===== config.mk =====
export PLATFORM = sky130hd
export DESIGN_NAME = gpibc_top
export DESIGN_NICKNAME = d
export VERILOG_FILES = /design/src/shared/gpibc_pkg.sv /design/src/hw/gpibc_top.sv /design/src/hw/gpibc_fifo.sv
export SDC_FILE = /design/constraint.sdc
export NUM_CORES = 1
export LEC_CHECK = 0
export ABC_AREA = 1
export ABC_CLOCK_PERIOD_IN_PS = 2600
export BUFFER_PORTS_ARGS = -buffer_cell sky130_fd_sc_hd__buf_2
export CAP_MARGIN = 20
export CORE_ASPECT_RATIO = 1.1
export CORE_MARGIN = 10
export CORE_UTILIZATION = 50
export DETAILED_ROUTE_END_ITERATION = 10
export GPL_TIMING_DRIVEN = 0
export PLACE_DENSITY = 0.8
export SLEW_MARGIN = 10
export SYNTH_ARGS = -nofsm -noshare
export SYNTH_HDL_FRONTEND = slang
export SYNTH_SLANG_ARGS = --single-unit

===== constraint.sdc =====
create_clock -name pclk -period 2.6 [get_ports pclk]
set_input_delay 0.39 -clock pclk [delete_from_list [all_inputs] [get_ports pclk]]
set_output_delay 0.39 -clock pclk [all_outputs]
set_load 0.02 [all_outputs]

===== src/shared/gpibc_pkg.sv =====
// constants for the instrument bus controller: register map, bus command bytes,
// sequencer kinds and timing; assumes a 125 MHz pclk
package gpibc_pkg;

	// ----------------------------------------------------------------
	// timing
	// ----------------------------------------------------------------
	localparam int CLK_PERIOD_NS = 8;
	localparam int IFC_TIME_NS = 100000;
	localparam int IFC_CYCLES = (IFC_TIME_NS + CLK_PERIOD_NS - 1) / CLK_PERIOD_NS;
	localparam int PARALLEL_STATUS_QUERY_TIME_NS = 2000;
	localparam int PARALLEL_STATUS_QUERY_CYCLES = (PARALLEL_STATUS_QUERY_TIME_NS + CLK_PERIOD_NS - 1) / CLK_PERIOD_NS;
	localparam int SETTLE_TIME_NS = 1000000;
	localparam logic [31:0] SETTLE_RESET = 32'((SETTLE_TIME_NS + CLK_PERIOD_NS - 1) / CLK_PERIOD_NS);

	// ----------------------------------------------------------------
	// register offsets
	// ----------------------------------------------------------------
	localparam logic [7:0] REG_CMD = 8'h00;
	localparam logic [7:0] REG_STATUS = 8'h04;
	localparam logic [7:0] REG_TXDATA = 8'h08;
	localparam logic [7:0] REG_RXDATA = 8'h0C;
	localparam logic [7:0] REG_SPOLL = 8'h10;
	localparam logic [7:0] REG_PARALLEL_STATUS_QUERY = 8'h14;
	localparam logic [7:0] REG_IRQCTL = 8'h18;
	localparam logic [7:0] REG_SETTLE = 8'h1C;
	localparam logic [7:0] REG_CTRL = 8'h20;

	// ----------------------------------------------------------------
	// field positions
	// ----------------------------------------------------------------
	localparam int CMD_OP_LSB = 0;
	localparam int CMD_ADDR_LSB = 8;
	localparam int CMD_BYTE_LSB = 16;
	localparam int IRQ_ENABLE_BIT = 0;
	localparam int IRQ_DISABLE_BIT = 1;
	localparam int IRQ_HOLD_BIT = 2;
	localparam int IRQ_CLEAR_BIT = 3;
	localparam int CTRL_AUTO_BIT = 0;
	localparam int CTRL_REN_BIT = 1;
	localparam int SRQ_BIT = 6;

	// ----------------------------------------------------------------
	// bus command bytes
	// ----------------------------------------------------------------
	localparam logic [7:0] BC_DEV_CLEAR = 8'h14;
	localparam logic [7:0] BC_SPOLL_ON = 8'h18;
	localparam logic [7:0] BC_SPOLL_OFF = 8'h19;
	localparam logic [7:0] BC_UNLISTEN = 8'h3F;
	localparam logic [7:0] BC_UNTALK = 8'h5F;
	localparam logic [7:0] BC_LISTEN_BASE = 8'h20;
	localparam logic [7:0] BC_TALK_BASE = 8'h40;
	localparam logic [4:0] MAX_ADDR = 5'h1E;

	// ----------------------------------------------------------------
	// operations, sequencer kinds, states
	// ----------------------------------------------------------------
	localparam logic [3:0] OP_INIT = 4'h1;
	localparam logic [3:0] OP_RAWCMD = 4'h2;
	localparam logic [3:0] OP_RAWRD = 4'h3;
	localparam logic [3:0] OP_SEND = 4'h4;
	localparam logic [3:0] OP_RECV = 4'h5;
	localparam logic [3:0] OP_POLL = 4'h6;
	localparam logic [3:0] OP_SERVICE = 4'h7;
	localparam logic [3:0] OP_PARALLEL_STATUS_QUERY = 4'h8;
	localparam logic [3:0] SVC_CHECK_STEP = 4'h5;
	localparam logic [3:0] POLL_RX_STEP = 4'h2;

	localparam logic [2:0] K_DONE = 3'h0;
	localparam logic [2:0] K_CMD = 3'h1;
	localparam logic [2:0] K_RX = 3'h2;
	localparam logic [2:0] K_IFC = 3'h3;
	localparam logic [2:0] K_SETTLE = 3'h4;
	localparam logic [2:0] K_DATA = 3'h5;
	localparam logic [2:0] K_PARALLEL_STATUS_QUERY = 3'h6;

	typedef enum logic [2:0] {
		ST_IDLE = 3'b000,
		ST_FETCH = 3'b001,
		ST_SRC = 3'b011,
		ST_ACC = 3'b010,
		ST_TIMED = 3'b110
	} gpibc_state_t;

	typedef enum logic [1:0] {
		IRQ_DISABLED = 2'h0,
		IRQ_ENABLED = 2'h1,
		IRQ_HELD = 2'h2
	} gpibc_irq_mode_t;

endpackage


===== src/hw/gpibc_top.sv =====
// instrument bus controller: init, byte transfer, serial/parallel poll, service irq
// assumes APB master on pclk; bus pin inputs synchronous to pclk
`timescale 1ns/1ps
module gpibc_top #(
	parameter int IFC_CYCLES = gpibc_pkg::IFC_CYCLES,
	parameter int FIFO_DEPTH = 16
) (
	input wire logic pclk,
	input wire logic presetn,
	input wire logic psel,
	input wire logic penable,
	input wire logic pwrite,
	input wire logic [7:0] paddr,
	input wire logic [31:0] pwdata,
	output logic [31:0] prdata,
	output logic pready,
	output logic pslverr,
	output logic gpib_ifc_n,
	output logic gpib_ren_n,
	output logic gpib_atn_n,
	input wire logic gpib_srq_n,
	input wire logic gpib_eoi_n_i,
	output logic gpib_eoi_n_o,
	output logic gpib_eoi_n_oe,
	input wire logic gpib_dav_n_i,
	output logic gpib_dav_n_o,
	output logic gpib_dav_n_oe,
	input wire logic gpib_nrfd_n_i,
	output logic gpib_nrfd_n_o,
	output logic gpib_nrfd_n_oe,
	input wire logic gpib_ndac_n_i,
	output logic gpib_ndac_n_o,
	output logic gpib_ndac_n_oe,
	input wire logic [7:0] gpib_dio_n_i,
	output logic [7:0] gpib_dio_n_o,
	output logic gpib_dio_n_oe,
	output logic srq_irq
);
	initial begin
		if (IFC_CYCLES < 1 || FIFO_DEPTH < 2) begin
			$error("IFC_CYCLES must be positive and FIFO_DEPTH at least 2");
		end
	end

	// ----------------------------------------------------------------
	// sequencer table
	// ----------------------------------------------------------------
	function automatic logic [10:0] seq_item(input logic [3:0] op, input logic [3:0] step,
		input logic [4:0] a, input logic [7:0] b);
		logic [10:0] r;
		r = {gpibc_pkg::K_DONE, 8'h00};
		case (op)
			gpibc_pkg::OP_INIT: begin
				if (step == 4'h0) begin
					r = {gpibc_pkg::K_IFC, 8'h00};
				end else if (step == 4'h1) begin
					r = {gpibc_pkg::K_CMD, gpibc_pkg::BC_DEV_CLEAR};
				end else if (step == 4'h2) begin
					r = {gpibc_pkg::K_SETTLE, 8'h00};
				end
			end
			gpibc_pkg::OP_RAWCMD: begin
				if (step == 4'h0) begin
					r = {gpibc_pkg::K_CMD, b};
				end
			end
			gpibc_pkg::OP_RAWRD: begin
				if (step == 4'h0) begin
					r = {gpibc_pkg::K_RX, 8'h00};
				end
			end
			gpibc_pkg::OP_SEND: begin
				if (step == 4'h0) begin
					r = {gpibc_pkg::K_CMD, gpibc_pkg::BC_UNLISTEN};
				end else if (step == 4'h1) begin
					r = {gpibc_pkg::K_CMD, gpibc_pkg::BC_LISTEN_BASE | {3'h0, a}};
				end else if (step == 4'h2) begin
					r = {gpibc_pkg::K_DATA, 8'h00};
				end
			end
			gpibc_pkg::OP_RECV: begin
				if (step == 4'h0) begin
					r = {gpibc_pkg::K_CMD, gpibc_pkg::BC_UNLISTEN};
				end else if (step == 4'h1) begin
					r = {gpibc_pkg::K_CMD, gpibc_pkg::BC_TALK_BASE | {3'h0, a}};
				end else if (step == 4'h2) begin
					r = {gpibc_pkg::K_RX, 8'h00};
				end else if (step == 4'h3) begin
					r = {gpibc_pkg::K_CMD, gpibc_pkg::BC_UNTALK};
				end
			end
			gpibc_pkg::OP_POLL, gpibc_pkg::OP_SERVICE: begin
				case (step)
					4'h0: r = {gpibc_pkg::K_CMD, gpibc_pkg::BC_SPOLL_ON};
					4'h1: r = {gpibc_pkg::K_CMD, gpibc_pkg::BC_TALK_BASE | {3'h0, a}};
					4'h2: r = {gpibc_pkg::K_RX, 8'h00};
					4'h3: r = {gpibc_pkg::K_CMD, gpibc_pkg::BC_SPOLL_OFF};
					4'h4: r = {gpibc_pkg::K_CMD, gpibc_pkg::BC_UNTALK};
					4'h5: begin
						if (op == gpibc_pkg::OP_SERVICE) begin
							r = {gpibc_pkg::K_CMD, gpibc_pkg::BC_TALK_BASE | {3'h0, a}};
						end
					end
					4'h6: r = {gpibc_pkg::K_RX, 8'h00};
					4'h7: r = {gpibc_pkg::K_CMD, gpibc_pkg::BC_UNTALK};
					default: r = {gpibc_pkg::K_DONE, 8'h00};
				endcase
			end
			gpibc_pkg::OP_PARALLEL_STATUS_QUERY: begin
				if (step == 4'h0) begin
					r = {gpibc_pkg::K_PARALLEL_STATUS_QUERY, 8'h00};
				end
			end
			default: r = {gpibc_pkg::K_DONE, 8'h00};
		endcase
		return r;
	endfunction

	// ----------------------------------------------------------------
	// declarations
	// ----------------------------------------------------------------
	gpibc_pkg::gpibc_state_t state_q;
	gpibc_pkg::gpibc_irq_mode_t irq_mode_q;
	logic [3:0] op_q;
	logic [3:0] step_q;
	logic [4:0] addr_q;
	logic [7:0] cmd_byte_q;
	logic [2:0] kind_q;
	logic hs_q;
	logic atn_q;
	logic [7:0] dio_q;
	logic [31:0] timer_q;
	logic [7:0] rx_q;
	logic rx_valid_q;
	logic [7:0] spoll_q;
	logic found_q;
	logic [7:0] parallel_status_query_q;
	logic [31:0] settle_q;
	logic auto_q;
	logic ren_q;
	logic srq_prev_q;
	logic srq_seen_q;
	logic irq_pend_q;
	logic [31:0] prdata_q;
	logic [10:0] item;
	logic [2:0] item_kind;
	logic [7:0] item_byte;
	logic srq_fall;
	logic acc_phase;
	logic wr_en;
	logic rd_en;
	logic mapped;
	logic cmd_go;
	logic fifo_in_valid;
	logic fifo_in_ready;
	logic fifo_out_valid;
	logic fifo_out_ready;
	logic [7:0] fifo_out_data;
	logic [31:0] rd_word;
	logic src_accepted;
	logic rx_take;
	logic rx_to_spoll;
	logic timer_end;

	assign item = seq_item(op_q, step_q, addr_q, cmd_byte_q);
	assign item_kind = item[10:8];
	assign item_byte = item[7:0];

	// ----------------------------------------------------------------
	// apb slave
	// ----------------------------------------------------------------
	assign acc_phase = psel && penable;
	assign mapped = (paddr == gpibc_pkg::REG_CMD) || (paddr == gpibc_pkg::REG_STATUS) ||
		(paddr == gpibc_pkg::REG_TXDATA) || (paddr == gpibc_pkg::REG_RXDATA) ||
		(paddr == gpibc_pkg::REG_SPOLL) || (paddr == gpibc_pkg::REG_PARALLEL_STATUS_QUERY) ||
		(paddr == gpibc_pkg::REG_IRQCTL) || (paddr == gpibc_pkg::REG_SETTLE) ||
		(paddr == gpibc_pkg::REG_CTRL);
	assign fifo_in_valid = acc_phase && pwrite && (paddr == gpibc_pkg::REG_TXDATA);
	// a tx write stalls the master while the fifo is full
	assign pready = fifo_in_valid ? fifo_in_ready : 1'b1;
	assign pslverr = acc_phase && !mapped;
	assign wr_en = acc_phase && pwrite && pready && mapped;
	assign rd_en = acc_phase && !pwrite && mapped;
	assign cmd_go = wr_en && (paddr == gpibc_pkg::REG_CMD) && (state_q == gpibc_pkg::ST_IDLE);
	assign prdata = prdata_q;

	always_comb begin
		rd_word = 32'h0000_0000;
		if (paddr == gpibc_pkg::REG_STATUS) begin
			rd_word = {19'h0, addr_q, !fifo_in_ready, irq_mode_q, irq_pend_q, !gpib_srq_n,
				found_q, rx_valid_q, state_q != gpibc_pkg::ST_IDLE};
		end else if (paddr == gpibc_pkg::REG_RXDATA) begin
			rd_word = {24'h0, rx_q};
		end else if (paddr == gpibc_pkg::REG_SPOLL) begin
			rd_word = {24'h0, spoll_q};
		end else if (paddr == gpibc_pkg::REG_PARALLEL_STATUS_QUERY) begin
			rd_word = {24'h0, parallel_status_query_q};
		end else if (paddr == gpibc_pkg::REG_IRQCTL) begin
			rd_word = {29'h0, irq_pend_q, irq_mode_q};
		end else if (paddr == gpibc_pkg::REG_SETTLE) begin
			rd_word = settle_q;
		end else if (paddr == gpibc_pkg::REG_CTRL) begin
			rd_word = {30'h0, ren_q, auto_q};
		end
	end

	always_ff @(posedge pclk or negedge presetn) begin
		if (!presetn) begin
			prdata_q <= 32'h0000_0000;
		end else if (psel && !penable && !pwrite) begin
			prdata_q <= rd_word;
		end
	end

	// ----------------------------------------------------------------
	// software settings
	// ----------------------------------------------------------------
	always_ff @(posedge pclk or negedge presetn) begin
		if (!presetn) begin
			settle_q <= gpibc_pkg::SETTLE_RESET;
			auto_q <= 1'b0;
			ren_q <= 1'b0;
		end else begin
			if (wr_en && paddr == gpibc_pkg::REG_SETTLE) begin
				settle_q <= pwdata;
			end
			if (wr_en && paddr == gpibc_pkg::REG_CTRL) begin
				auto_q <= pwdata[gpibc_pkg::CTRL_AUTO_BIT];
				ren_q <= pwdata[gpibc_pkg::CTRL_REN_BIT];
			end else if (state_q == gpibc_pkg::ST_TIMED && kind_q == gpibc_pkg::K_IFC &&
				timer_end) begin
				ren_q <= 1'b1;
			end
		end
	end

	// ----------------------------------------------------------------
	// service request irq
	// ----------------------------------------------------------------
	assign srq_fall = srq_prev_q && !gpib_srq_n;

	always_ff @(posedge pclk or negedge presetn) begin
		if (!presetn) begin
			srq_prev_q <= 1'b1;
			irq_mode_q <= gpibc_pkg::IRQ_DISABLED;
			irq_pend_q <= 1'b0;
		end else begin
			srq_prev_q <= gpib_srq_n;
			if (wr_en && paddr == gpibc_pkg::REG_IRQCTL) begin
				if (pwdata[gpibc_pkg::IRQ_DISABLE_BIT]) begin
					irq_mode_q <= gpibc_pkg::IRQ_DISABLED;
				end else if (pwdata[gpibc_pkg::IRQ_HOLD_BIT]) begin
					irq_mode_q <= gpibc_pkg::IRQ_HELD;
				end else if (pwdata[gpibc_pkg::IRQ_ENABLE_BIT]) begin
					irq_mode_q <= gpibc_pkg::IRQ_ENABLED;
				end
			end
			if (wr_en && paddr == gpibc_pkg::REG_IRQCTL && pwdata[gpibc_pkg::IRQ_DISABLE_BIT]) begin
				irq_pend_q <= 1'b0;
			end else if (srq_fall && irq_mode_q != gpibc_pkg::IRQ_DISABLED) begin
				irq_pend_q <= 1'b1;
			end else if (wr_en && paddr == gpibc_pkg::REG_IRQCTL &&
				pwdata[gpibc_pkg::IRQ_CLEAR_BIT]) begin
				irq_pend_q <= 1'b0;
			end
		end
	end

	assign srq_irq = irq_pend_q && (irq_mode_q == gpibc_pkg::IRQ_ENABLED);

	// ----------------------------------------------------------------
	// bus sequencer
	// ----------------------------------------------------------------
	assign src_accepted = state_q == gpibc_pkg::ST_SRC && hs_q && gpib_ndac_n_i;
	assign fifo_out_ready = src_accepted && kind_q == gpibc_pkg::K_DATA;
	assign rx_take = state_q == gpibc_pkg::ST_ACC && !hs_q && !gpib_dav_n_i;
	assign rx_to_spoll = (op_q == gpibc_pkg::OP_POLL || op_q == gpibc_pkg::OP_SERVICE) &&
		step_q == gpibc_pkg::POLL_RX_STEP;
	assign timer_end = timer_q <= 32'h0000_0001;

	always_ff @(posedge pclk or negedge presetn) begin
		if (!presetn) begin
			state_q <= gpibc_pkg::ST_IDLE;
			op_q <= 4'h0;
			step_q <= 4'h0;
			addr_q <= 5'h00;
			cmd_byte_q <= 8'h00;
			kind_q <= gpibc_pkg::K_DONE;
			hs_q <= 1'b0;
			atn_q <= 1'b0;
			dio_q <= 8'h00;
			timer_q <= 32'h0000_0000;
		end else begin
			case (state_q)
				gpibc_pkg::ST_IDLE: begin
					step_q <= 4'h0;
					if (cmd_go) begin
						op_q <= pwdata[gpibc_pkg::CMD_OP_LSB +: 4];
						addr_q <= pwdata[gpibc_pkg::CMD_ADDR_LSB +: 5];
						cmd_byte_q <= pwdata[gpibc_pkg::CMD_BYTE_LSB +: 8];
						state_q <= gpibc_pkg::ST_FETCH;
					end else if (auto_q && srq_seen_q) begin
						op_q <= gpibc_pkg::OP_SERVICE;
						addr_q <= 5'h00;
						state_q <= gpibc_pkg::ST_FETCH;
					end
				end
				gpibc_pkg::ST_FETCH: begin
					hs_q <= 1'b0;
					kind_q <= item_kind;
					if (op_q == gpibc_pkg::OP_SERVICE && step_q == gpibc_pkg::SVC_CHECK_STEP &&
						!spoll_q[gpibc_pkg::SRQ_BIT]) begin
						// not this one: poll the next address
						if (addr_q == gpibc_pkg::MAX_ADDR) begin
							state_q <= gpibc_pkg::ST_IDLE;
						end else begin
							addr_q <= addr_q + 5'h01;
							step_q <= 4'h0;
						end
					end else begin
						case (item_kind)
							gpibc_pkg::K_CMD: begin
								atn_q <= 1'b1;
								dio_q <= item_byte;
								state_q <= gpibc_pkg::ST_SRC;
							end
							gpibc_pkg::K_DATA: begin
								atn_q <= 1'b0;
								if (fifo_out_valid) begin
									dio_q <= fifo_out_data;
									state_q <= gpibc_pkg::ST_SRC;
								end else begin
									step_q <= step_q + 4'h1;
								end
							end
							gpibc_pkg::K_RX: begin
								atn_q <= 1'b0;
								state_q <= gpibc_pkg::ST_ACC;
							end
							gpibc_pkg::K_IFC: begin
								timer_q <= 32'(IFC_CYCLES);
								state_q <= gpibc_pkg::ST_TIMED;
							end
							gpibc_pkg::K_SETTLE: begin
								atn_q <= 1'b0;
								timer_q <= settle_q;
								state_q <= gpibc_pkg::ST_TIMED;
							end
							gpibc_pkg::K_PARALLEL_STATUS_QUERY: begin
								atn_q <= 1'b1;
								timer_q <= 32'(gpibc_pkg::PARALLEL_STATUS_QUERY_CYCLES);
								state_q <= gpibc_pkg::ST_TIMED;
							end
							default: begin
								atn_q <= 1'b0;
								state_q <= gpibc_pkg::ST_IDLE;
							end
						endcase
					end
				end
				gpibc_pkg::ST_SRC: begin
					if (!hs_q && gpib_nrfd_n_i) begin
						hs_q <= 1'b1;
					end else if (src_accepted) begin
						if (kind_q != gpibc_pkg::K_DATA) begin
							step_q <= step_q + 4'h1;
						end
						state_q <= gpibc_pkg::ST_FETCH;
					end
				end
				gpibc_pkg::ST_ACC: begin
					if (rx_take) begin
						hs_q <= 1'b1;
					end else if (hs_q && gpib_dav_n_i) begin
						step_q <= step_q + 4'h1;
						state_q <= gpibc_pkg::ST_FETCH;
					end
				end
				gpibc_pkg::ST_TIMED: begin
					timer_q <= timer_q - 32'h0000_0001;
					if (timer_end) begin
						if (kind_q == gpibc_pkg::K_PARALLEL_STATUS_QUERY) begin
							atn_q <= 1'b0;
						end
						step_q <= step_q + 4'h1;
						state_q <= gpibc_pkg::ST_FETCH;
					end
				end
				default: state_q <= gpibc_pkg::ST_IDLE;
			endcase
		end
	end

	// ----------------------------------------------------------------
	// captured results
	// ----------------------------------------------------------------
	always_ff @(posedge pclk or negedge presetn) begin
		if (!presetn) begin
			rx_q <= 8'h00;
			rx_valid_q <= 1'b0;
			spoll_q <= 8'h00;
			found_q <= 1'b0;
			parallel_status_query_q <= 8'h00;
			srq_seen_q <= 1'b0;
		end else begin
			if (rx_take && rx_to_spoll) begin
				spoll_q <= ~gpib_dio_n_i;
			end else if (rx_take) begin
				rx_q <= ~gpib_dio_n_i;
			end
			if (rx_take && !rx_to_spoll) begin
				rx_valid_q <= 1'b1;
			end else if (rd_en && paddr == gpibc_pkg::REG_RXDATA) begin
				rx_valid_q <= 1'b0;
			end
			if (rx_take && rx_to_spoll && !gpib_dio_n_i[gpibc_pkg::SRQ_BIT]) begin
				found_q <= 1'b1;
			end else if (cmd_go) begin
				found_q <= 1'b0;
			end
			if (state_q == gpibc_pkg::ST_TIMED && kind_q == gpibc_pkg::K_PARALLEL_STATUS_QUERY && timer_end) begin
				parallel_status_query_q <= ~gpib_dio_n_i;
			end
			if (srq_fall) begin
				srq_seen_q <= 1'b1;
			end else if (state_q == gpibc_pkg::ST_IDLE && !cmd_go) begin
				srq_seen_q <= 1'b0;
			end
		end
	end

	// ----------------------------------------------------------------
	// bus pins
	// ----------------------------------------------------------------
	assign gpib_ifc_n = !(state_q == gpibc_pkg::ST_TIMED && kind_q == gpibc_pkg::K_IFC);
	assign gpib_ren_n = !ren_q;
	assign gpib_atn_n = !atn_q;
	assign gpib_eoi_n_o = 1'b0;
	assign gpib_eoi_n_oe = state_q == gpibc_pkg::ST_TIMED && kind_q == gpibc_pkg::K_PARALLEL_STATUS_QUERY;
	assign gpib_dav_n_o = 1'b0;
	assign gpib_dav_n_oe = state_q == gpibc_pkg::ST_SRC && hs_q;
	assign gpib_nrfd_n_o = 1'b0;
	assign gpib_nrfd_n_oe = state_q == gpibc_pkg::ST_ACC && hs_q;
	assign gpib_ndac_n_o = 1'b0;
	assign gpib_ndac_n_oe = state_q == gpibc_pkg::ST_ACC && !hs_q;
	assign gpib_dio_n_o = ~dio_q;
	assign gpib_dio_n_oe = state_q == gpibc_pkg::ST_SRC;

	gpibc_fifo #(
		.WIDTH(8),
		.DEPTH(FIFO_DEPTH)
	) u_tx_fifo (
		.pclk(pclk),
		.presetn(presetn),
		.in_valid(fifo_in_valid),
		.in_ready(fifo_in_ready),
		.in_data(pwdata[7:0]),
		.out_valid(fifo_out_valid),
		.out_ready(fifo_out_ready),
		.out_data(fifo_out_data)
	);
endmodule


===== src/hw/gpibc_fifo.sv =====
// synchronous fifo held in flip-flops, valid/ready on both sides
// assumes one clock and an active-low asynchronous reset
`timescale 1ns/1ps
module gpibc_fifo #(
	parameter int WIDTH = 8,
	parameter int DEPTH = 16
) (
	input wire logic pclk,
	input wire logic presetn,
	input wire logic in_valid,
	output logic in_ready,
	input wire logic [WIDTH-1:0] in_data,
	output logic out_valid,
	input wire logic out_ready,
	output logic [WIDTH-1:0] out_data
);
	localparam int AW = $clog2(DEPTH);

	initial begin
		if (DEPTH < 2 || (1 << AW) != DEPTH || WIDTH < 1) begin
			$error("fifo depth must be a power of two of at least 2");
		end
	end

	logic [WIDTH-1:0] mem_q [DEPTH];
	logic [AW:0] wr_q;
	logic [AW:0] rd_q;
	logic push;
	logic pop;

	assign in_ready = (wr_q - rd_q) != (AW + 1)'(DEPTH);
	assign out_valid = wr_q != rd_q;
	assign out_data = mem_q[rd_q[AW-1:0]];
	assign push = in_valid && in_ready;
	assign pop = out_valid && out_ready;

	always_ff @(posedge pclk) begin
		if (push) begin
			mem_q[wr_q[AW-1:0]] <= in_data;
		end
	end

	always_ff @(posedge pclk or negedge presetn) begin
		if (!presetn) begin
			wr_q <= '0;
			rd_q <= '0;
		end else begin
			if (push) begin
				wr_q <= wr_q + 1'b1;
			end
			if (pop) begin
				rd_q <= rd_q + 1'b1;
			end
		end
	end
endmodule


Word level (Yosys, flattened, before mapping)

Memory sizes are Yosys's and may differ from the RTL's.
Cells that the tools add are included.

Bitwise gates (word level): 4
Magnitude comparators: 1
Mux-type cells: 83
Add/sub/neg operators: 6
Reductions and logical operators: 99
Eq/ne operators: 62

Operators by type and width:

| cell                  | number |
|---|---|
| $mux 32               | 7 |
| $pmux 32 s3           | 1 |
| $mux 11               | 7 |
| $pmux 11 s7           | 1 |
| $pmux 32 s2           | 1 |
| $pmux 10 s6           | 1 |
| $mux 4                | 12 |
| $logic_and 1x1->1     | 43 |
| $mux 10               | 4 |
| $eq 4x3->1 const B    | 8 |
| $eq 8x5->1 const B    | 4 |
| $le 32x1->1 const B   | 1 |
| $sub 32x1->32 const B | 1 |
| $mux 3                | 10 |
| $mux 9                | 3 |
| $mux 5                | 4 |
| $pmux 4 s5            | 1 |
| $mux 1                | 19 |
| $eq 3x3->1 const B    | 6 |
| $ne 3x3->1 const B    | 6 |
| $reduce_bool 2->1     | 9 |
| $eq 4x2->1 const B    | 4 |
| $eq 8x4->1 const B    | 2 |
| $ne 2x2->1 const B    | 8 |
| 41 further kinds      | 92 |

Output and inout port bits: 55
RAM bits: 128
Register bits after elaboration: 176
Memories kept: 1
Logic and storage cells: 281
Input bits: 58

Memories:

| memory          | depth | bits a word | rd ports | clocked after Yosys merged registers in | wr ports | RTL line         | source |
|---|---|---|---|---|---|---|---|
| u_tx_fifo.mem_q | 16    | 8           | 1        | 0                                       | 1        | gpibc_fifo.sv:25 | `logic [WIDTH-1:0] mem_q [DEPTH];` |

Longest topological paths before layout

Gate-level depths: netlist of the first run.

Depth in word-level cells: 16
Gate-level depth with buffers: 17
Mapped depth without buffers: 17

Hierarchy

Synthesis of the first run repeated with hierarchy kept, for this count alone.

Cells, all modules: 1752
Area, all modules: 15219.6 um2

Modules (own cells, without submodules):

| module     | seq. area each (um2) | times used | cells each | area each (um2) |
|---|---|---|---|---|
| gpibc_top  | 4164.0               | 1          | 1247       | 9262.6 |
| gpibc_fifo | 4093.9               | 1          | 505        | 5957.0 |

Least setup slack after synthesis of the first run

No wires, ideal clock.

Path kind: register to register
Start point: reg u_tx_fifo.rd_q[1]
End point: mem u_tx_fifo.mem_q[15][0] (enable)
Path slack: -0.057 ns
Data required time: 2.225 ns
Data arrival time: 2.282 ns
Stages on the path, launching flop included: 15
Period minus slack after synthesis: 2.657 ns
Path buffers: 1
Library setup time: 0.375 ns
Cells stage by stage: dfrtp_1 inv_1 clkbuf_1 ha_1 nand2_1 nand2_1 nand2_1 nand2_1 nor2_1 nor2_1 nand2_1 nand2_1 nor2_1 nand2_1 nor2_1

Word-level cells in the longest chain between the ends: 5

Ends and longest elaborated chain:

| item                         | RTL line         | source |
|---|---|---|
| start: declaration           | gpibc_fifo.sv:27 | `logic [AW:0] rd_q;` |
| start signal: assignment     | gpibc_fifo.sv:52 | `rd_q <= rd_q + 1'b1;` |
| $sub 5x5->5                  | gpibc_fifo.sv:31 | `assign in_ready = (wr_q - rd_q) != (AW + 1)'(DEPTH);` |
| $ne 5x5->1                   | gpibc_fifo.sv:31 |  |
| $logic_and 1x1->1            | gpibc_fifo.sv:34 | `assign push = in_valid && in_ready;` |
| $mux 1                       | gpibc_fifo.sv:38 | `if (push) begin` |
| $mux 1 (implied by the code) | gpibc_fifo.sv:39 | `mem_q[wr_q[AW-1:0]] <= in_data;` |
| end: declaration             | gpibc_fifo.sv:25 |  |

Every way passes these cells.

Final worst setup path of the first run

Start point: reg u_tx_fifo.rd_q[0]
End point: out pready

Word-level cells in the longest chain between the ends: 3

Ends and longest elaborated chain:

| item             | RTL line         | source |
|---|---|---|
| $sub 5x5->5      | gpibc_fifo.sv:31 |  |
| $ne 5x5->1       | gpibc_fifo.sv:31 |  |
| $mux 1           | gpibc_top.sv:180 | `assign pready = fifo_in_valid ? fifo_in_ready : 1'b1;` |
| end: declaration | gpibc_top.sv:16  | `output logic pready,` |

Every way passes these cells.

==> out/qor.yml, run 1 <==
run_status:
  status: "completed"
clocking:
  cts_root_buffer: "clkbuf_16"
  clockBufferDepth: 3
  cts_buffers: 31
  numClockSinks: 304
  clk_latency_ns: 0.60
  path_clk_slew_ns: 0.06
  cts_tree: "built"
  htreeDepth: 1
logic_synthesis:
  synth.ff_latch_count: 304
  yosys.area_share.simple_pct: 22.4
  netlist_instances: 1707
  synth-adder-area-share_pct: 1.43
  avgSynthCellArea_um2: 8.70
  synth_edf_count: 128
  synth_top_family_by_area: "simple AND/OR/NAND/NOR gates"
  synth_compound_area_share_pct: 13.5
  synth_cell_types: 53
  ys.flop_type: "dfrtp_1"
  ys.warnings.count: 0
  synth-xor-area-share_pct: 1.00
  syn_area_um2: 14800
  seq_area_frac_synth_pct: 55.6
  synthMuxAreaShare_pct: 0
  async_flop_share_pct: 57.9
critical_path:
  r2r_slack_ns: 0.05
  cp_max_fo: 5
  cp-start-kind: "flop"
  path_delay_family: "simple AND/OR/NAND/NOR gates"
  worst-endpoint-arrival_ns: 2.17
  cp-end-kind: "output pin"
  critical_path.n_buffers_inverters: 2
  r2r_start: "u_tx_fifo.rd_q[0]"
  required_ns: 2.21
  path_cells: "ha_1, inv_1, nand2_4, nand2_4, nand2_4, nand2_4, nor2_4, nor2_4, nand3_4, buf_6"
  r2r_end: "settle_q[2]"
  cp_common_cell: "nand2_4"
  worst-setup-path-type: "flop to output pin"
  crit_slowest_cell: "dfrtp_2"
  reg2reg_depth: 14
  cpPeakStageDelay_ns: 0.47
drt:
  drtAntennaViolNets: 0
  dr_total_vias: 13420
  drcViolationCount: 0
  firstDrtPassIters: 6
  wl_um: 47000
  via_per_inst: 5.89
  wl_per_cell_um: 20.6
  drtIter0Drc: 1529
timing:
  relSlewSlack_pct: 46.8
  finalCritPeriodShare_pct: 98.4
  finalWorstSetupSlack_ns: 0.0412
  setup_violations: 0
  fmaxAchievable_mhz: 391
  period_needed_ns: 2.56
  worst_pin_slew_ns: 0.792
  finClkSkew_ns: 0.0182
  finalMaxSlewViolations: 0
  setup_tns_ns: 0
  hold_violations: 0
final_layout:
  layout-drive-gt1-share_pct: 16.5
  area_growth_pct: 19.5
  stdcell_area_um2: 17700
  diodes: 0
  n_fill_cell: 2403
  finalNetCount: 1956
flow_run:
  cap_violations: 0
die:
  pin_count: 113
  start_util_pct: 50.5
  core_um2: 29400
  rows: 66
  die_x_um: 184
  dieArea_um2: 37000
  fp.dieH_um: 201
power:
  intPower_mw: 9.36
  p_leak_nw: 7.81
  powerDensity_nw_per_um2: 779
  p_clk_share_pct: 36.2
  vdd_drop_max_v: 0.000561
  sequentialPowerShare_pct: 41.3
  comb_power_share_pct: 22.5
  p_sw_mw: 4.46
  p_sw_share_pct: 32.3
global_route:
  grt_usage_pct: 24.2
  antenna_found_initial: 1
  grt_pass1_vias: 13052
  gr-total-overflow: 0
  grt_pass1_wl_um: 71400
  grt_max_degree: 100
place:
  post-place-ws_ns: -0.993
  port_buffers: 107
  place_area_um2: 15900
  hpwl_um: 32100
  routabilityCongestion: 0.959
worst_hold_path:
  hp-start: "gpib_dio_n_i[1]"
  holdPathStages: 2
  hp-class: "input pin to flop"
  min_to: "parallel_status_query_q[1]"
-- layer usage --
metal / part of all wire, % / vias to the layer above / global-route usage, % / routed length [um]
li1: - / 6065 / - / -
met1: 38 / 6415 / 31.0 / 18100
met2: 48 / 799 / 39.4 / 22500
met3: 9.2 / 139 / 4.09 / 4320
met4: 4.4 / 2 / 10.8 / 2050
met5: 0.028 / - / 0 / 13
-- how the worst max path moves through the flow --
stage / from / endpoint / slack, ns / cells after the start
after floorplan: u_tx_fifo.rd_q[1] / u_tx_fifo.mem_q[7][0] / -0.02 / 14
after global placement: presetn / rx_q[3] / -1.73 / 1
after detailed placement: u_tx_fifo.rd_q[1] / u_tx_fifo.mem_q[8][6] / -0.99 / 14
after CTS: u_tx_fifo.rd_q[1] / pready / -0.001 / 10
after global routing: u_tx_fifo.rd_q[0] / dio_q[4] / -0.04 / 10
final: u_tx_fifo.rd_q[0] / pready / 0.04 / 10
-- final cells by class --
| cell class | count | area [um^2] | area share (%) |
|---|---|---|---|
| flip-flops and latches | 304 | 8260 | 46.6 |
| multi-input cells | 1185 | 6000 | 33.8 |
| repair buffers | 139 | 945 | 5.33 |
| clock buffers | 44 | 906 | 5.11 |
| inverters | 160 | 614 | 3.46 |
| well taps | 374 | 468 | 2.64 |
| plain buffers | 60 | 293 | 1.65 |
| clock inverters | 14 | 246 | 1.39 |
-- Yosys cell counts (3+ instances only) --
cell,number,area (um^2)
a21oi_1,82,410
a22oi_1,3,22.5
a31oi_1,5,31.3
buf_2,9,45.0
buf_4,8,60.1
buf_6,3,33.8
clkbuf_1,39,146
dfrtp_1,168,4200
dfstp_2,8,210
edfxtp_1,128,3840
ha_1,17,213
inv_1,151,567
inv_2,6,22.5
nand2_1,391,1470
nand2_4,3,33.8
nand3_1,90,450
nand3_2,3,30.0
nand3b_1,3,22.5
nand4_1,16,100
nor2_1,243,912
nor2_2,4,25.0
nor2_4,3,33.8
nor3_1,19,95.1
nor4_2,3,37.5
o211ai_1,19,143
o21a_1,3,22.5
o21ai_0,172,861
o21ai_1,17,85.1
o21ai_2,8,70.1
o21bai_1,3,22.5
o221ai_1,7,61.3
o22ai_1,19,119
o31ai_1,12,90.1
xnor2_1,3,26.3
xor2_1,14,123
-- worst register-to-register path, stage by stage (launching register included) --
cell and delay [ns]:
dfrtp_2 0.47, ha_1 0.22, inv_1 0.12, nand2_4 0.07
nand2_4 0.09, nand2_4 0.07, nand2_4 0.07, nor2_4 0.04
nor2_4 0.14, nand3_4 0.12, nand2_1 0.11, inv_2 0.08
nand2_1 0.15, clkbuf_1 0.45, o21ai_0 0.20
-- stage by stage --
| stage | util (%) | std cells | hold WS (ns) | power (mW) |
|---|---|---|---|---|
| after global routing | 60.3 | 2280 | 0.00356 | 14.5 |
| after floorplan | - | 1710 | 0.0944 | 7.84 |
| after global placement | 54.0 | 2191 | 0.458 | 8.68 |
| after CTS | 59.5 | 2267 | 0.00386 | 13.7 |
| after detailed placement | 54.1 | 2192 | 0.417 | 8.75 |
| final | 60.3 | 2280 | 0.00505 | 13.8 |
-- cells in the final DEF, fill, tap and decap left out, types with 4 or more instances in the layout --
cell	instances
nand2_2	8
inv_2	9
buf_6	4
nand2_1	380
nor2_2	4
nor2_4	24
conb_1	4
inv_1	145
nand3_1	87
nand3_2	5
clkbuf_1	41
dfrtp_1	163
a21oi_2	4
ha_1	12
o22ai_1	19
buf_2	114
o21ai_0	172
o31ai_1	12
bufinv_16	6
nor3_1	18
nand4_1	16
o21ai_1	17
buf_12	10
dfrtp_2	5
nand2_4	8
edfxtp_1	128
o21ai_2	7
buf_4	26
a31oi_1	5
nor2_1	222
clkinv_2	4
o211ai_1	19
xor2_1	14
a21oi_1	79
clkbuf_8	6
dfstp_2	8
clkbuf_16	32
o221ai_1	7
-- kinds of logic after synthesis --
group	count (synthesis)
AND/OR/NAND/NOR	790
AO/OA/AOI/OAI	357
flip-flops	304
buffers and inverters	221
XOR/XNOR	17
adder cells (fa/ha/maj)	17
other	1
-- power groups by stage --
stage	Clock (mW)	Combinational, mW	Sequential, mW
2_1_floorplan	0	2.13	5.71
3_3_place_gp	0	2.91	5.77
3_5_place_dp	0	2.97	5.78
4_1_cts	5.00	3.01	5.70
5_1_grt	5.20	3.50	5.75
6_report	5.00	3.11	5.71
-- sequential cells by signal (all words and copies together) (netlist names), 3 cells and up --
name,flops
cmd_byte_q,8
state_q,3
spoll_q,8
dio_q,8
step_q,4
u_tx_fifo.mem_q,128
timer_q,32
parallel_status_query_q,8
addr_q,5
kind_q,3
op_q,4
rx_q,8
prdata,32
settle_q,32
u_tx_fifo.rd_q,5
u_tx_fifo.wr_q,5
-- repair_timing --
action,4_1_cts,5_1_grt
gates resized for setup,57,42
hold buffers,3,0
pin swaps,11,11
setup buffers,14,14
setup endpoints to repair,211,212
endpoints found under the hold margin,76,0
Power figures use the tool's default switching activity.
==> inputs of run 2 (changes only) <==
--- a/config.mk
+++ b/config.mk
@@ -12,9 +12,10 @@
 export CORE_ASPECT_RATIO = 1.1
 export CORE_MARGIN = 10
 export CORE_UTILIZATION = 50
+export CTS_BUF_LIST = sky130_fd_sc_hd__clkbuf_8
 export DETAILED_ROUTE_END_ITERATION = 10
 export GPL_TIMING_DRIVEN = 0
-export PLACE_DENSITY = 0.8
+export PLACE_DENSITY = 0.71
 export SLEW_MARGIN = 10
 export SYNTH_ARGS = -nofsm -noshare
 export SYNTH_HDL_FRONTEND = slang
==> constraint.sdc (replaced) <==
create_clock -name pclk -period 2.6 [get_ports pclk]
set_input_delay 0.39 -clock pclk [delete_from_list [all_inputs] [get_ports pclk]]
set_output_delay 0.39 -clock pclk [all_outputs]
set_load 0.005 [all_outputs]
==> run 2 against run 1 <==
  * Routed wire length is 1.8% lower
  * First-iteration DRC count is 26% lower
  * Non-clock buffer count is 4 higher
  * Clock-buffer cell count is 12 higher
  * Global-route usage is 0.49 points higher
  * Sequential share of layout area is 0.35 points higher
  * Hold slack better by 0.0065 ns
  * Final cell count is 1.6% higher
  * Sequential cell count stayed put
  * Combinational power is 3% lower
  * Core utilization is 0.48 points lower
  * Sequential power hardly changed
==> out/qor.yml, run 2 (synthesized netlist as in run 1, its figures left out) <==
timing:
  finClkSkew_ns: 0.0369  # +0.0187 ns
  finalWorstSetupSlack_ns: 0.0137  # -0.0276 ns
  period_needed_ns: 2.59  # +0.0276 ns
  hold_violations: 0  # unchanged
  relSlewSlack_pct: 40.1  # -6.7 points
  rsz0062_at_grt: "true"
  fmaxAchievable_mhz: 387  # -1.1%
  setup_violations: 0  # unchanged
  setup_tns_ns: 0  # unchanged
  finalMaxSlewViolations: 0  # unchanged
  worst_pin_slew_ns: 0.891  # +0.0991 ns
  finalCritPeriodShare_pct: 99.5  # +1.1 points
final_layout:
  n_fill_cell: 2559  # +6.5%
  stdcell_area_um2: 17600  # -0.80%
  layout-drive-gt1-share_pct: 17.6  # +1.1 points
  largest_register_ffs: 128  # unchanged
  area_growth_pct: 18.5
  multi_input_area_um2: 6000  # about the same
  final-seq-area_um2: 8260  # about the same
  layout.cells.most_common_list: "nand2_1, nor2_1, o21ai_0"
  finalNetCount: 1978  # +1.1%
  layout_commonest_cell: "nand2_1"
worst_hold_path:
  min_to: "parallel_status_query_q[6]"
  hp-class: "input pin to flop"
  holdPathStages: 2  # unchanged
  hp-start: "gpib_dio_n_i[6]"
clocking:
  cts_root_buffer: "clkbuf_8"
  clockBufferDepth: 3  # unchanged
  cts_buffers: 49  # +58%
  numClockSinks: 304  # unchanged
  htreeDepth: 2  # +1
  path_clk_slew_ns: 0.07  # about the same
  clk_latency_ns: 0.61  # about the same
  cts_tree: "built"
critical_path:
  cp_max_fo: 6  # +1
  cp-end-kind: "output pin"
  r2r_start: "u_tx_fifo.rd_q[1]"
  worst-endpoint-arrival_ns: 2.20  # +0.03 ns
  cp-start-kind: "flop"
  required_ns: 2.21  # about the same
  r2r_slack_ns: 0.06  # about the same
  reg2reg_depth: 12  # -2
  worst-setup-path-type: "flop to output pin"
  r2r_end: "dio_q[1]"
die:
  rows: 66  # unchanged
  dieArea_um2: 37000  # unchanged
  start_util_pct: 50.5  # unchanged
  core_um2: 29400  # unchanged
  die_x_um: 184  # unchanged
  fp.dieH_um: 201  # unchanged
  pin_count: 113  # unchanged
power:
  power_mw: 12.8  # -7.6%
  powerDensity_nw_per_um2: 726  # -6.8%
  vdd_drop_max_v: 0.000385  # -31%
  p_leak_nw: 7.86  # +0.65%
place:
  routabilityCongestion: 0.931  # -3.0%
  port_buffers: 107  # unchanged
  place_area_um2: 15900  # unchanged
  post-place-ws_ns: -0.967  # +0.0264 ns
  hpwl_um: 32800  # +2.3%
global_route:
  antenna_found_initial: 1  # unchanged
  grt_pass1_vias: 13026  # -0.20%
  grt_usage_pct: 24.7  # +0.49 points
  grt_max_degree: 108  # +8.0%
  grt_pass1_wl_um: 72400  # +1.4%
  gr-total-overflow: 0  # unchanged
drt:
  drtAntennaViolNets: 0  # unchanged
  wl_um: 46100  # -1.8%
  dr_total_vias: 13026  # -2.9%
  drtIter0Drc: 1137  # -26%
  via_per_inst: 5.62  # -4.5%
  wl_per_cell_um: 19.9  # -3.4%
  drcViolationCount: 0  # unchanged
  firstDrtPassIters: 5  # -1
run_status:
  status: "completed"
flow_run:
  cap_violations: 0  # unchanged
## run 2: power by group
part	internal [mW]	switching (mW)
registers	5.37	0.337
clock network	2.01	2.04
logic	0.957	2.06
total	8.34	4.44
## run 2: final cells by class
cell class	instances	area share, %
timing repair buffer	143	5.61
multi-input combinational	1185	34.1
antenna	1	0.0142
inverter	160	3.51
clock inverter	34	1.06
clock buffer	56	4.38
sequential	304	46.9
tap	374	2.66
buffer	60	1.71
## run 2: repair_timing
action | CTS | global route
endpoints found under the hold margin | 75 | 0
hold buffers | 8 | 0
endpoints found under the setup margin | 215 | 199
buffers inserted | 19 | 8
pin swaps | 12 | 10
resized for setup | 56 | 50
## run 2: how the worst max path moves through the flow
stage,start,to,slack (ns),cells past startpoint
global route,u_tx_fifo.rd_q[2],pready,-0.07,10
finish,u_tx_fifo.rd_q[2],pready,0.01,10
detailed placement,u_tx_fifo.rd_q[1],u_tx_fifo.mem_q[4][1],-0.97,14
global placement,presetn,rx_q[5],-1.86,1
CTS,u_tx_fifo.rd_q[1],pready,0.008,10
floorplan,u_tx_fifo.rd_q[1],u_tx_fifo.mem_q[7][0],-0.02,14
## run 2: worst max-delay path, stage by stage (launching register included)
cell and delay, ns:
dfrtp_2 0.42, clkinv_4 0.11, ha_4 0.32, nand2_2 0.07, inv_2 0.06, nand2_2 0.07, nand2_2 0.06, nor2_2 0.04
nor2_4 0.16, nand3_4 0.11, buf_6 0.14
## run 2: per-stage QoR
step	hold WS, ns	std cells	util (%)
3_5_place_dp	0.405	2192	54.1
4_1_cts	0.00619	2309	59.2
3_3_place_gp	0.464	2191	54.0
5_1_grt	0.0127	2316	59.8
6_report	0.0115	2317	59.9
2_1_floorplan	0.0944	1710	-
## run 2: metal layers
metal	part of all wire, %	vias to the layer above	global-route usage (%)
met1	41	6243	31.8
met4	3.8	0	9.84
li1	-	6115	-
met2	48	554	40.3
met3	7.7	114	4.31
met5	0	-	0
